`src/shared/rsf_pkg.sv`:
```
// Package for the reset cause flag block: offsets, fields, reset values
package rsf_pkg;
	localparam int unsigned ADDR_W = 4;
	// Register word byte offsets
	localparam logic [ADDR_W-1:0] OFF_FLAGS = 4'h0;
	localparam logic [ADDR_W-1:0] OFF_IRQ_STAT = 4'h4;
	localparam logic [ADDR_W-1:0] OFF_IRQ_MASK = 4'h8;
	localparam logic [ADDR_W-1:0] OFF_FLASH_CTRL = 4'hC;
	// Flag bit positions
	localparam int unsigned BIT_WDT_CFG = 0;
	localparam int unsigned BIT_THRESH = 1;
	localparam int unsigned BIT_LOW_SUPPLY = 2;
	localparam int unsigned BIT_GUARD = 3;
	localparam int unsigned FLAG_W = 4;
	// Interrupt event bit positions
	localparam int unsigned EV_WDT_CFG = 0;
	localparam int unsigned EV_THRESH = 1;
	localparam int unsigned EV_LOW_SUPPLY = 2;
	localparam int unsigned EV_GUARD = 3;
	localparam int unsigned EV_WDT_TO = 4;
	localparam int unsigned EV_FLASH_KEY = 5;
	localparam int unsigned EV_W = 6;
	// Reset values
	localparam logic [FLAG_W-1:0] FLAGS_RST = 4'h0;
	localparam logic [EV_W-1:0] EV_RST = 6'h00;
	localparam logic [7:0] FLASH_CTRL_RST = 8'h00;
	localparam logic [7:0] FLASH_RESET_KEY = 8'h55;
	// Length of the generated whole-device reset pulse, in cycles
	localparam int unsigned DEV_RST_CYCLES = 4;
	localparam logic [2:0] DEV_RST_LAST = 3'(DEV_RST_CYCLES - 1);
endpackage

```
`src/rtl/rsf_reset_flags.sv`:
```
// Reset cause flag register, device reset on flash key, watchdog flags
//
// Design decisions made here: the address map and register access over Wishbone.
`timescale 1ns/1ps
`default_nettype none
// Behaviour
// - Flag register bits 7..4 read zero
// - Low supply reset sets bit 2
// - Low supply flag cleared only by software zero
// - Key 55H in flash control resets device
// - Normal watchdog timeout sets timeout flag
// - Sleep watchdog timeout keeps most state
// - Sleep watchdog timeout clears PC and SP
// - Sleep watchdog timeout sets timeout, powerdown flags
// - Bad threshold code sets bit 1
// - Guard register reset sets bit 3, software clears
module rsf_reset_flags (
	// Clock and reset
	input wire logic clk_i,
	input wire logic rst_i,
	// Wishbone slave
	input wire logic cyc_i,
	input wire logic stb_i,
	input wire logic we_i,
	input wire logic [rsf_pkg::ADDR_W-1:0] adr_i,
	input wire logic [3:0] sel_i,
	input wire logic [31:0] dat_i,
	output logic [31:0] dat_o,
	output logic ack_o,
	// Reset source events, one-cycle pulses
	input wire logic low_supply_rst_i,
	input wire logic thresh_corrupt_rst_i,
	input wire logic guard_reg_rst_i,
	input wire logic wdt_cfg_rst_i,
	input wire logic wdt_timeout_i,
	input wire logic low_power_i,
	// Reset outputs
	output logic dev_reset_o,
	output logic warm_reset_o,
	output logic watchdog_timeout_flag_o,
	output logic powerdown_flag_o,
	// Interrupt
	output logic irq_o
);
	logic wr;
	logic rd;
	logic ack_d;
	logic [rsf_pkg::FLAG_W-1:0] reset_cause_flags_q;
	logic [rsf_pkg::FLAG_W-1:0] reset_cause_flags_d;
	logic [rsf_pkg::FLAG_W-1:0] hw_set;
	logic [rsf_pkg::EV_W-1:0] ev_set;
	logic [rsf_pkg::EV_W-1:0] ev_clr;
	logic [rsf_pkg::EV_W-1:0] ev_flags;
	logic [rsf_pkg::EV_W-1:0] irq_mask_q;
	logic [7:0] flash_ctrl_one_q;
	logic flash_key_hit;
	logic [2:0] dev_rst_cnt_q;
	logic dev_reset_q;
	logic warm_reset_q;
	logic wdt_to_q;
	logic pdf_q;
	logic irq_d;
	logic irq_q;
	logic [31:0] dat_q;
	logic [31:0] rd_d;

	rsf_wb_slave #(
		.AW(rsf_pkg::ADDR_W)
	) u_bus (
		.clk_i(clk_i),
		.rst_i(rst_i),
		.cyc_i(cyc_i),
		.stb_i(stb_i),
		.we_i(we_i),
		.ack_q_i(ack_o),
		.wr_o(wr),
		.rd_o(rd),
		.ack_d_o(ack_d)
	);

	always_ff @(posedge clk_i) begin
		if (rst_i) begin
			ack_o <= 1'b0;
		end else begin
			ack_o <= ack_d;
		end
	end

	// Hardware events set the cause flags
	always_comb begin
		hw_set = '0;
		hw_set[rsf_pkg::BIT_LOW_SUPPLY] = low_supply_rst_i;
		hw_set[rsf_pkg::BIT_THRESH] = thresh_corrupt_rst_i;
		hw_set[rsf_pkg::BIT_GUARD] = guard_reg_rst_i;
		hw_set[rsf_pkg::BIT_WDT_CFG] = wdt_cfg_rst_i;
	end

	// Software writes only clear; a write of one keeps the flag as is
	always_comb begin
		reset_cause_flags_d = reset_cause_flags_q;
		if (wr && adr_i == rsf_pkg::OFF_FLAGS && sel_i[0]) begin
			reset_cause_flags_d = reset_cause_flags_q &
				dat_i[rsf_pkg::FLAG_W-1:0];
		end
		reset_cause_flags_d = reset_cause_flags_d | hw_set;
	end

	// Flags live across the device resets this block issues
	always_ff @(posedge clk_i) begin
		if (rst_i) begin
			reset_cause_flags_q <= rsf_pkg::FLAGS_RST;
		end else begin
			reset_cause_flags_q <= reset_cause_flags_d;
		end
	end

	// Flash control register and key detection
	assign flash_key_hit = wr && adr_i == rsf_pkg::OFF_FLASH_CTRL &&
		sel_i[0] && dat_i[7:0] == rsf_pkg::FLASH_RESET_KEY;

	always_ff @(posedge clk_i) begin
		if (rst_i || dev_reset_q) begin
			flash_ctrl_one_q <= rsf_pkg::FLASH_CTRL_RST;
		end else if (wr && adr_i == rsf_pkg::OFF_FLASH_CTRL && sel_i[0]) begin
			flash_ctrl_one_q <= dat_i[7:0];
		end
	end

	// Whole-device reset pulse of fixed length
	always_ff @(posedge clk_i) begin
		if (rst_i) begin
			dev_reset_q <= 1'b0;
			dev_rst_cnt_q <= 3'h0;
		end else if (flash_key_hit && !dev_reset_q) begin
			dev_reset_q <= 1'b1;
			dev_rst_cnt_q <= 3'h0;
		end else if (dev_reset_q) begin
			if (dev_rst_cnt_q == rsf_pkg::DEV_RST_LAST) begin
				dev_reset_q <= 1'b0;
			end
			dev_rst_cnt_q <= dev_rst_cnt_q + 3'h1;
		end
	end

	// Watchdog timeout: flag only (no reset) when awake, warm restart asleep
	always_ff @(posedge clk_i) begin
		if (rst_i) begin
			wdt_to_q <= 1'b0;
			pdf_q <= 1'b0;
			warm_reset_q <= 1'b0;
		end else begin
			warm_reset_q <= wdt_timeout_i && low_power_i;
			if (wdt_timeout_i) begin
				wdt_to_q <= 1'b1;
				if (low_power_i) begin
					pdf_q <= 1'b1;
				end
			end
		end
	end

	// Only PC and SP clear on warm reset; the core keeps the rest
	assign warm_reset_o = warm_reset_q;
	assign dev_reset_o = dev_reset_q;
	assign watchdog_timeout_flag_o = wdt_to_q;
	assign powerdown_flag_o = pdf_q;

	// Interrupt status, set wins over write-one-to-clear
	always_comb begin
		ev_set = '0;
		ev_set[rsf_pkg::EV_WDT_CFG] = wdt_cfg_rst_i;
		ev_set[rsf_pkg::EV_THRESH] = thresh_corrupt_rst_i;
		ev_set[rsf_pkg::EV_LOW_SUPPLY] = low_supply_rst_i;
		ev_set[rsf_pkg::EV_GUARD] = guard_reg_rst_i;
		ev_set[rsf_pkg::EV_WDT_TO] = wdt_timeout_i;
		ev_set[rsf_pkg::EV_FLASH_KEY] = flash_key_hit;
		ev_clr = '0;
		if (wr && adr_i == rsf_pkg::OFF_IRQ_STAT && sel_i[0]) begin
			ev_clr = dat_i[rsf_pkg::EV_W-1:0];
		end
	end

	rsf_event_flags #(
		.W(rsf_pkg::EV_W)
	) u_events (
		.clk_i(clk_i),
		.rst_i(rst_i),
		.set_i(ev_set),
		.clr_i(ev_clr),
		.mask_i(irq_mask_q),
		.flags_o(ev_flags),
		.irq_o(irq_d)
	);

	always_ff @(posedge clk_i) begin
		if (rst_i) begin
			irq_mask_q <= rsf_pkg::EV_RST;
		end else if (wr && adr_i == rsf_pkg::OFF_IRQ_MASK && sel_i[0]) begin
			irq_mask_q <= dat_i[rsf_pkg::EV_W-1:0];
		end
	end

	always_ff @(posedge clk_i) begin
		if (rst_i) begin
			irq_q <= 1'b0;
		end else begin
			irq_q <= irq_d;
		end
	end
	assign irq_o = irq_q;

	// Read mux; unmapped offsets read zero
	always_comb begin
		rd_d = 32'h0000_0000;
		unique case (adr_i)
			rsf_pkg::OFF_FLAGS: rd_d[rsf_pkg::FLAG_W-1:0] =
				reset_cause_flags_q;
			rsf_pkg::OFF_IRQ_STAT: rd_d[rsf_pkg::EV_W-1:0] = ev_flags;
			rsf_pkg::OFF_IRQ_MASK: rd_d[rsf_pkg::EV_W-1:0] = irq_mask_q;
			rsf_pkg::OFF_FLASH_CTRL: rd_d[7:0] = flash_ctrl_one_q;
			default: rd_d = 32'h0000_0000;
		endcase
	end

	always_ff @(posedge clk_i) begin
		if (rst_i) begin
			dat_q <= 32'h0000_0000;
		end else if (rd) begin
			dat_q <= rd_d;
		end
	end
	assign dat_o = dat_q;
endmodule
`default_nettype wire

```
`src/rtl/rsf_event_flags.sv`:
```
// Sticky event flags: hardware set wins over write-one-to-clear
`timescale 1ns/1ps
`default_nettype none
module rsf_event_flags #(
	parameter int unsigned W = 6
) (
	// Clock and reset
	input wire logic clk_i,
	input wire logic rst_i,
	// Events and clearing
	input wire logic [W-1:0] set_i,
	input wire logic [W-1:0] clr_i,
	input wire logic [W-1:0] mask_i,
	// State
	output logic [W-1:0] flags_o,
	output logic irq_o
);
	logic [W-1:0] flags_q;

	for (genvar i = 0; i < W; i++) begin : g_flag
		always_ff @(posedge clk_i) begin
			if (rst_i) begin
				flags_q[i] <= 1'b0;
			end else if (set_i[i]) begin
				flags_q[i] <= 1'b1;
			end else if (clr_i[i]) begin
				flags_q[i] <= 1'b0;
			end
		end
	end

	assign flags_o = flags_q;
	assign irq_o = |(flags_q & mask_i);
endmodule
`default_nettype wire

```
`src/rtl/rsf_wb_slave.sv`:
```
// Classic Wishbone decode: one-cycle ack, strobes for write and read
`timescale 1ns/1ps
`default_nettype none
module rsf_wb_slave #(
	parameter int unsigned AW = 4
) (
	// Clock and reset
	input wire logic clk_i,
	input wire logic rst_i,
	// Wishbone request
	input wire logic cyc_i,
	input wire logic stb_i,
	input wire logic we_i,
	input wire logic ack_q_i,
	// Strobes
	output logic wr_o,
	output logic rd_o,
	output logic ack_d_o
);
	// Answer one cycle after the request, never twice back to back
	logic req;
	assign req = cyc_i && stb_i && !ack_q_i && !rst_i;
	assign ack_d_o = req;
	assign wr_o = req && we_i;
	assign rd_o = req && !we_i;
endmodule
`default_nettype wire

```
`config.mk`:
```
export PLATFORM = sky130hd
export DESIGN_NAME = rsf_reset_flags
export DESIGN_NICKNAME = d
export VERILOG_FILES = /design/src/shared/rsf_pkg.sv /design/src/rtl/rsf_reset_flags.sv /design/src/rtl/rsf_event_flags.sv /design/src/rtl/rsf_wb_slave.sv
export SDC_FILE = /design/constraint.sdc
export NUM_CORES = 1
export LEC_CHECK = 0
export BUFFER_PORTS_ARGS = -buffer_cell sky130_fd_sc_hd__buf_2
export CORE_MARGIN = 2
export CORE_UTILIZATION = 43
export DETAILED_ROUTE_END_ITERATION = 12
export PLACE_DENSITY = 0.78
export SLEW_MARGIN = 10
export SYNTH_ARGS = -nofsm -noshare
export SYNTH_HDL_FRONTEND = slang
export SYNTH_SLANG_ARGS = --single-unit
```
`constraint.sdc`:
```
create_clock -name clk_i -period 1.4 [get_ports clk_i]
set_input_delay 0.28 -clock clk_i [delete_from_list [all_inputs] [get_ports clk_i]]
set_output_delay 0.28 -clock clk_i [all_outputs]
set_load 0.005 [all_outputs]
```
==> impl_metrics.py <==
metrics = {
    "synthesis": {
        "yosys.area.top_type": "dfxtp_1",
        "yosysSeqAreaShare": 0.396,
        "synth_edf_count": 0,
        "ys_async_sr_fraction": 0,
        "synth_cell_types": 43,
        "yosys.area.top_type_share": 0.396,
        "syn-cell-area_mm2": 0.00207,
        "ys_top_cells_by_area": "dfxtp_1, buf_4, mux2i_1",
        "syn_inst": 218,
        "ys_warn_count": 0,
        "syn_area_per_cell_um2": 9.52,
        "synth_ff_type": "dfxtp_1",
        "synth-seq-cells": 41,
    },
    "critical_path": {
        "startpoint_type": "flip-flop",
        "slowest_delay_ps": 320,
        "crit_chain": "nand4bb_4, nor3_1, buf_4, mux2_2",
        "end_kind": "flip-flop",
        "crit_required_ps": 1600,
        "cp_slowest_cell": "dfxtp_2",
        "path_class": "reg -> reg",
        "crit_arrival_ps": 1580,
        "crit_fanout": 4,
    },
    "sta": {
        "fin_setup_tns_ps": 0,
        "clock.fmax_mhz": 722,
        "skew_ps": 12.9,
        "drv_slew": 0,
        "timing.final.crit_share": 0.989,
        "rsz0062_at_grt": "yes",
        "timing.final.ws_setup_ps": 14.9,
        "final-hold-violation-count": 0,
        "setup_viol": 0,
        "finalCriticalPeriod_ps": 1390,
    },
    "power_and_ir_drop": {
        "p_comb_frac": 0.128,
        "internal_power_mw": 1.90,
        "ir_drop_mv": 0.629,
        "switchingPower_mw": 0.623,
        "cellLeakagePower_nw": 1.17,
        "powerDensity_mw_per_mm2": 967,
        "clkPwrFrac": 0.382,
        "seqPwrFrac": 0.490,
        "swShare": 0.247,
    },
    "global_routing": {
        "grtUsageTotal": 0.196,
        "grt_pass1_vias": 1731,
        "grt_max_degree": 17,
        "grt_pass1_wl_um": 8150,
        "gr-total-overflow": 0,
        "antenna_found_initial": 0,
    },
    "clock_tree": {
        "clk_latency_ps": 300,
        "htreeDepth": 2,
        "cts_made_buffers": 5,
        "clockBufferDepth": 2,
        "cts.sinks": 41,
        "clock_tree.root_cell": "clkbuf_8",
        "path_clk_slew_ps": 80,
        "cts_tree": "yes",
    },
    "cells_and_area": {
        "seq_area_um2": 822,
        "final_net_count": 342,
        "syn_to_final_growth_pct": 25.5,
        "layout-drive-gt1-share": 0.345,
        "num_antenna_cells": 0,
        "multiInputGateArea_mm2": 0.00110,
        "fillCellCount": 422,
    },
    "route": {
        "wl_per_cell_um": 14.3,
        "route.detailed.drc": 0,
        "ant_nets": 0,
        "via_per_inst": 5.31,
        "drtIter0Drc": 169,
        "vias": 1826,
        "firstDrtPassIters": 4,
        "wirelength_um": 4900,
    },
    "status": {
        "status": "complete, no violations",
    },
    "floorplanning": {
        "initial_core_util": 0.442,
        "dieHeight_um": 73.5,
        "num_rows": 25,
        "dieWidth_um": 73.5,
        "ios": 89,
        "core_mm2": 0.00469,
        "die_area_mm2": 0.00540,
    },
    "placement": {
        "place_congestion": 0.857,
        "place_ws_ps": -163,
        "io_buffer_count": 37,
        "hpwl_um": 3810,
    },
    "flow_run": {
        "drv_cap": 0,
    },
    "hold_path": {
        "hold_path_class": "in -> reg",
    },
}
## stage by stage
stage	area [µm²]	total power [mW]	utilization	hold slack, ps	cells
after floorplan	2160	1.47	-	401	241
after global placement	2460	1.56	0.524	438	335
after detailed placement	2460	1.58	0.524	442	335
after CTS	2580	2.53	0.550	231	343
after global routing	2600	2.63	0.555	236	344
final	2600	2.52	0.555	231	344
## placed cells by master (no fill, tap or decap), types with 3 or more instances in the layout
master,count
nor2_1,19
buf_4,35
nor3b_1,3
clkbuf_8,5
o31ai_1,7
nor2b_1,7
dfxtp_1,40
nand2_1,20
nand4_1,6
mux2_2,3
a311oi_1,9
mux4_2,4
mux2i_1,8
a21oi_1,5
buf_2,37
o21ai_0,5
a22oi_1,3
a22o_1,6
inv_1,6
conb_1,24
## power groups by stage
stage | logic (mW) | registers (mW) | clock network (mW)
CTS | 0.320 | 1.23 | 0.974
global route | 0.361 | 1.24 | 1.03
detailed placement | 0.317 | 1.26 | 0
finish | 0.322 | 1.23 | 0.963
floorplan | 0.215 | 1.25 | 0
global placement | 0.306 | 1.26 | 0
## worst paths after layout
path               startpoint                   to  slack, ps  cells after the start
max reg2reg             ack_o        irq_mask_q[1]         10                      4
min reg2reg  powerdown_flag_o     powerdown_flag_o        460                      1
max                     ack_o        irq_mask_q[1]         10                      4
min                  dat_i[7]  flash_ctrl_one_q[7]        230                      3
## layer usage
metal	track usage	wire [µm]	vias to the layer above
met4	0.0747	76	0
met3	0.0247	228	5
li1	-	-	897
met2	0.329	2370	59
met5	0	0	-
met1	0.255	2230	865
## worst max-delay path: cells and delay by family, from the launching register on
family	cells	cell delay (ps)
simple gates	2	500
flops	1	320
mux	1	310
buf+inv	1	170
## repair_timing
item | in CTS | in global routing
pin swaps | 0 | 1
resized for setup | 2 | 5
buffers inserted | 0 | 1
hold endpoints to repair | 0 | 0
endpoints found under the setup margin | 14 | 21
hold buffers | 0 | 0
## cell usage after synthesis, types with 2 or more instances
cell type	number
a21oi_1	7
a22o_1	6
a22oi_1	3
a311oi_1	9
a32o_1	2
buf_2	4
buf_4	24
clkbuf_1	3
dfxtp_1	41
ha_1	2
inv_1	6
mux2_2	3
mux2i_1	9
mux4_2	4
nand2_1	20
nand4_1	6
nand4bb_1	2
nor2_1	19
nor2b_1	7
nor3_1	2
nor3b_1	3
nor4bb_1	2
o21ai_0	5
o311ai_0	2
o31ai_1	7
or2_2	2
or3_1	2
## registers in the layout, summed over array words and instances, names as in the netlist
| name | cells |
|---|---|
| ack_o | 1 |
| dat_o | 8 |
| dev_reset_o | 1 |
| dev_rst_cnt_q | 3 |
| flash_ctrl_one_q | 8 |
| irq_mask_q | 6 |
| irq_o | 1 |
| powerdown_flag_o | 1 |
| reset_cause_flags_q | 4 |
| u_events.flags_o | 6 |
| warm_reset_o | 1 |
| watchdog_timeout_flag_o | 1 |
## cells by family after synthesis
logic type / share of synthesized area
other cells: 0.00181
flops: 0.396
compound gates: 0.169
buf+inv: 0.122
mux: 0.103
fa+ha+maj: 0.0121
simple gates: 0.197
## cell type report
| class | instances | area share |
|---|---|---|
| Clock buffer | 5 | 0.0264 |
| Clock inverter | 3 | 0.0168 |
| Inverter | 7 | 0.0101 |
| Multi-Input combinational cell | 160 | 0.424 |
| Sequential cell | 41 | 0.316 |
| Tap cell | 54 | 0.0260 |
| Timing Repair Buffer | 74 | 0.181 |
Power figures use the tool's default switching activity.
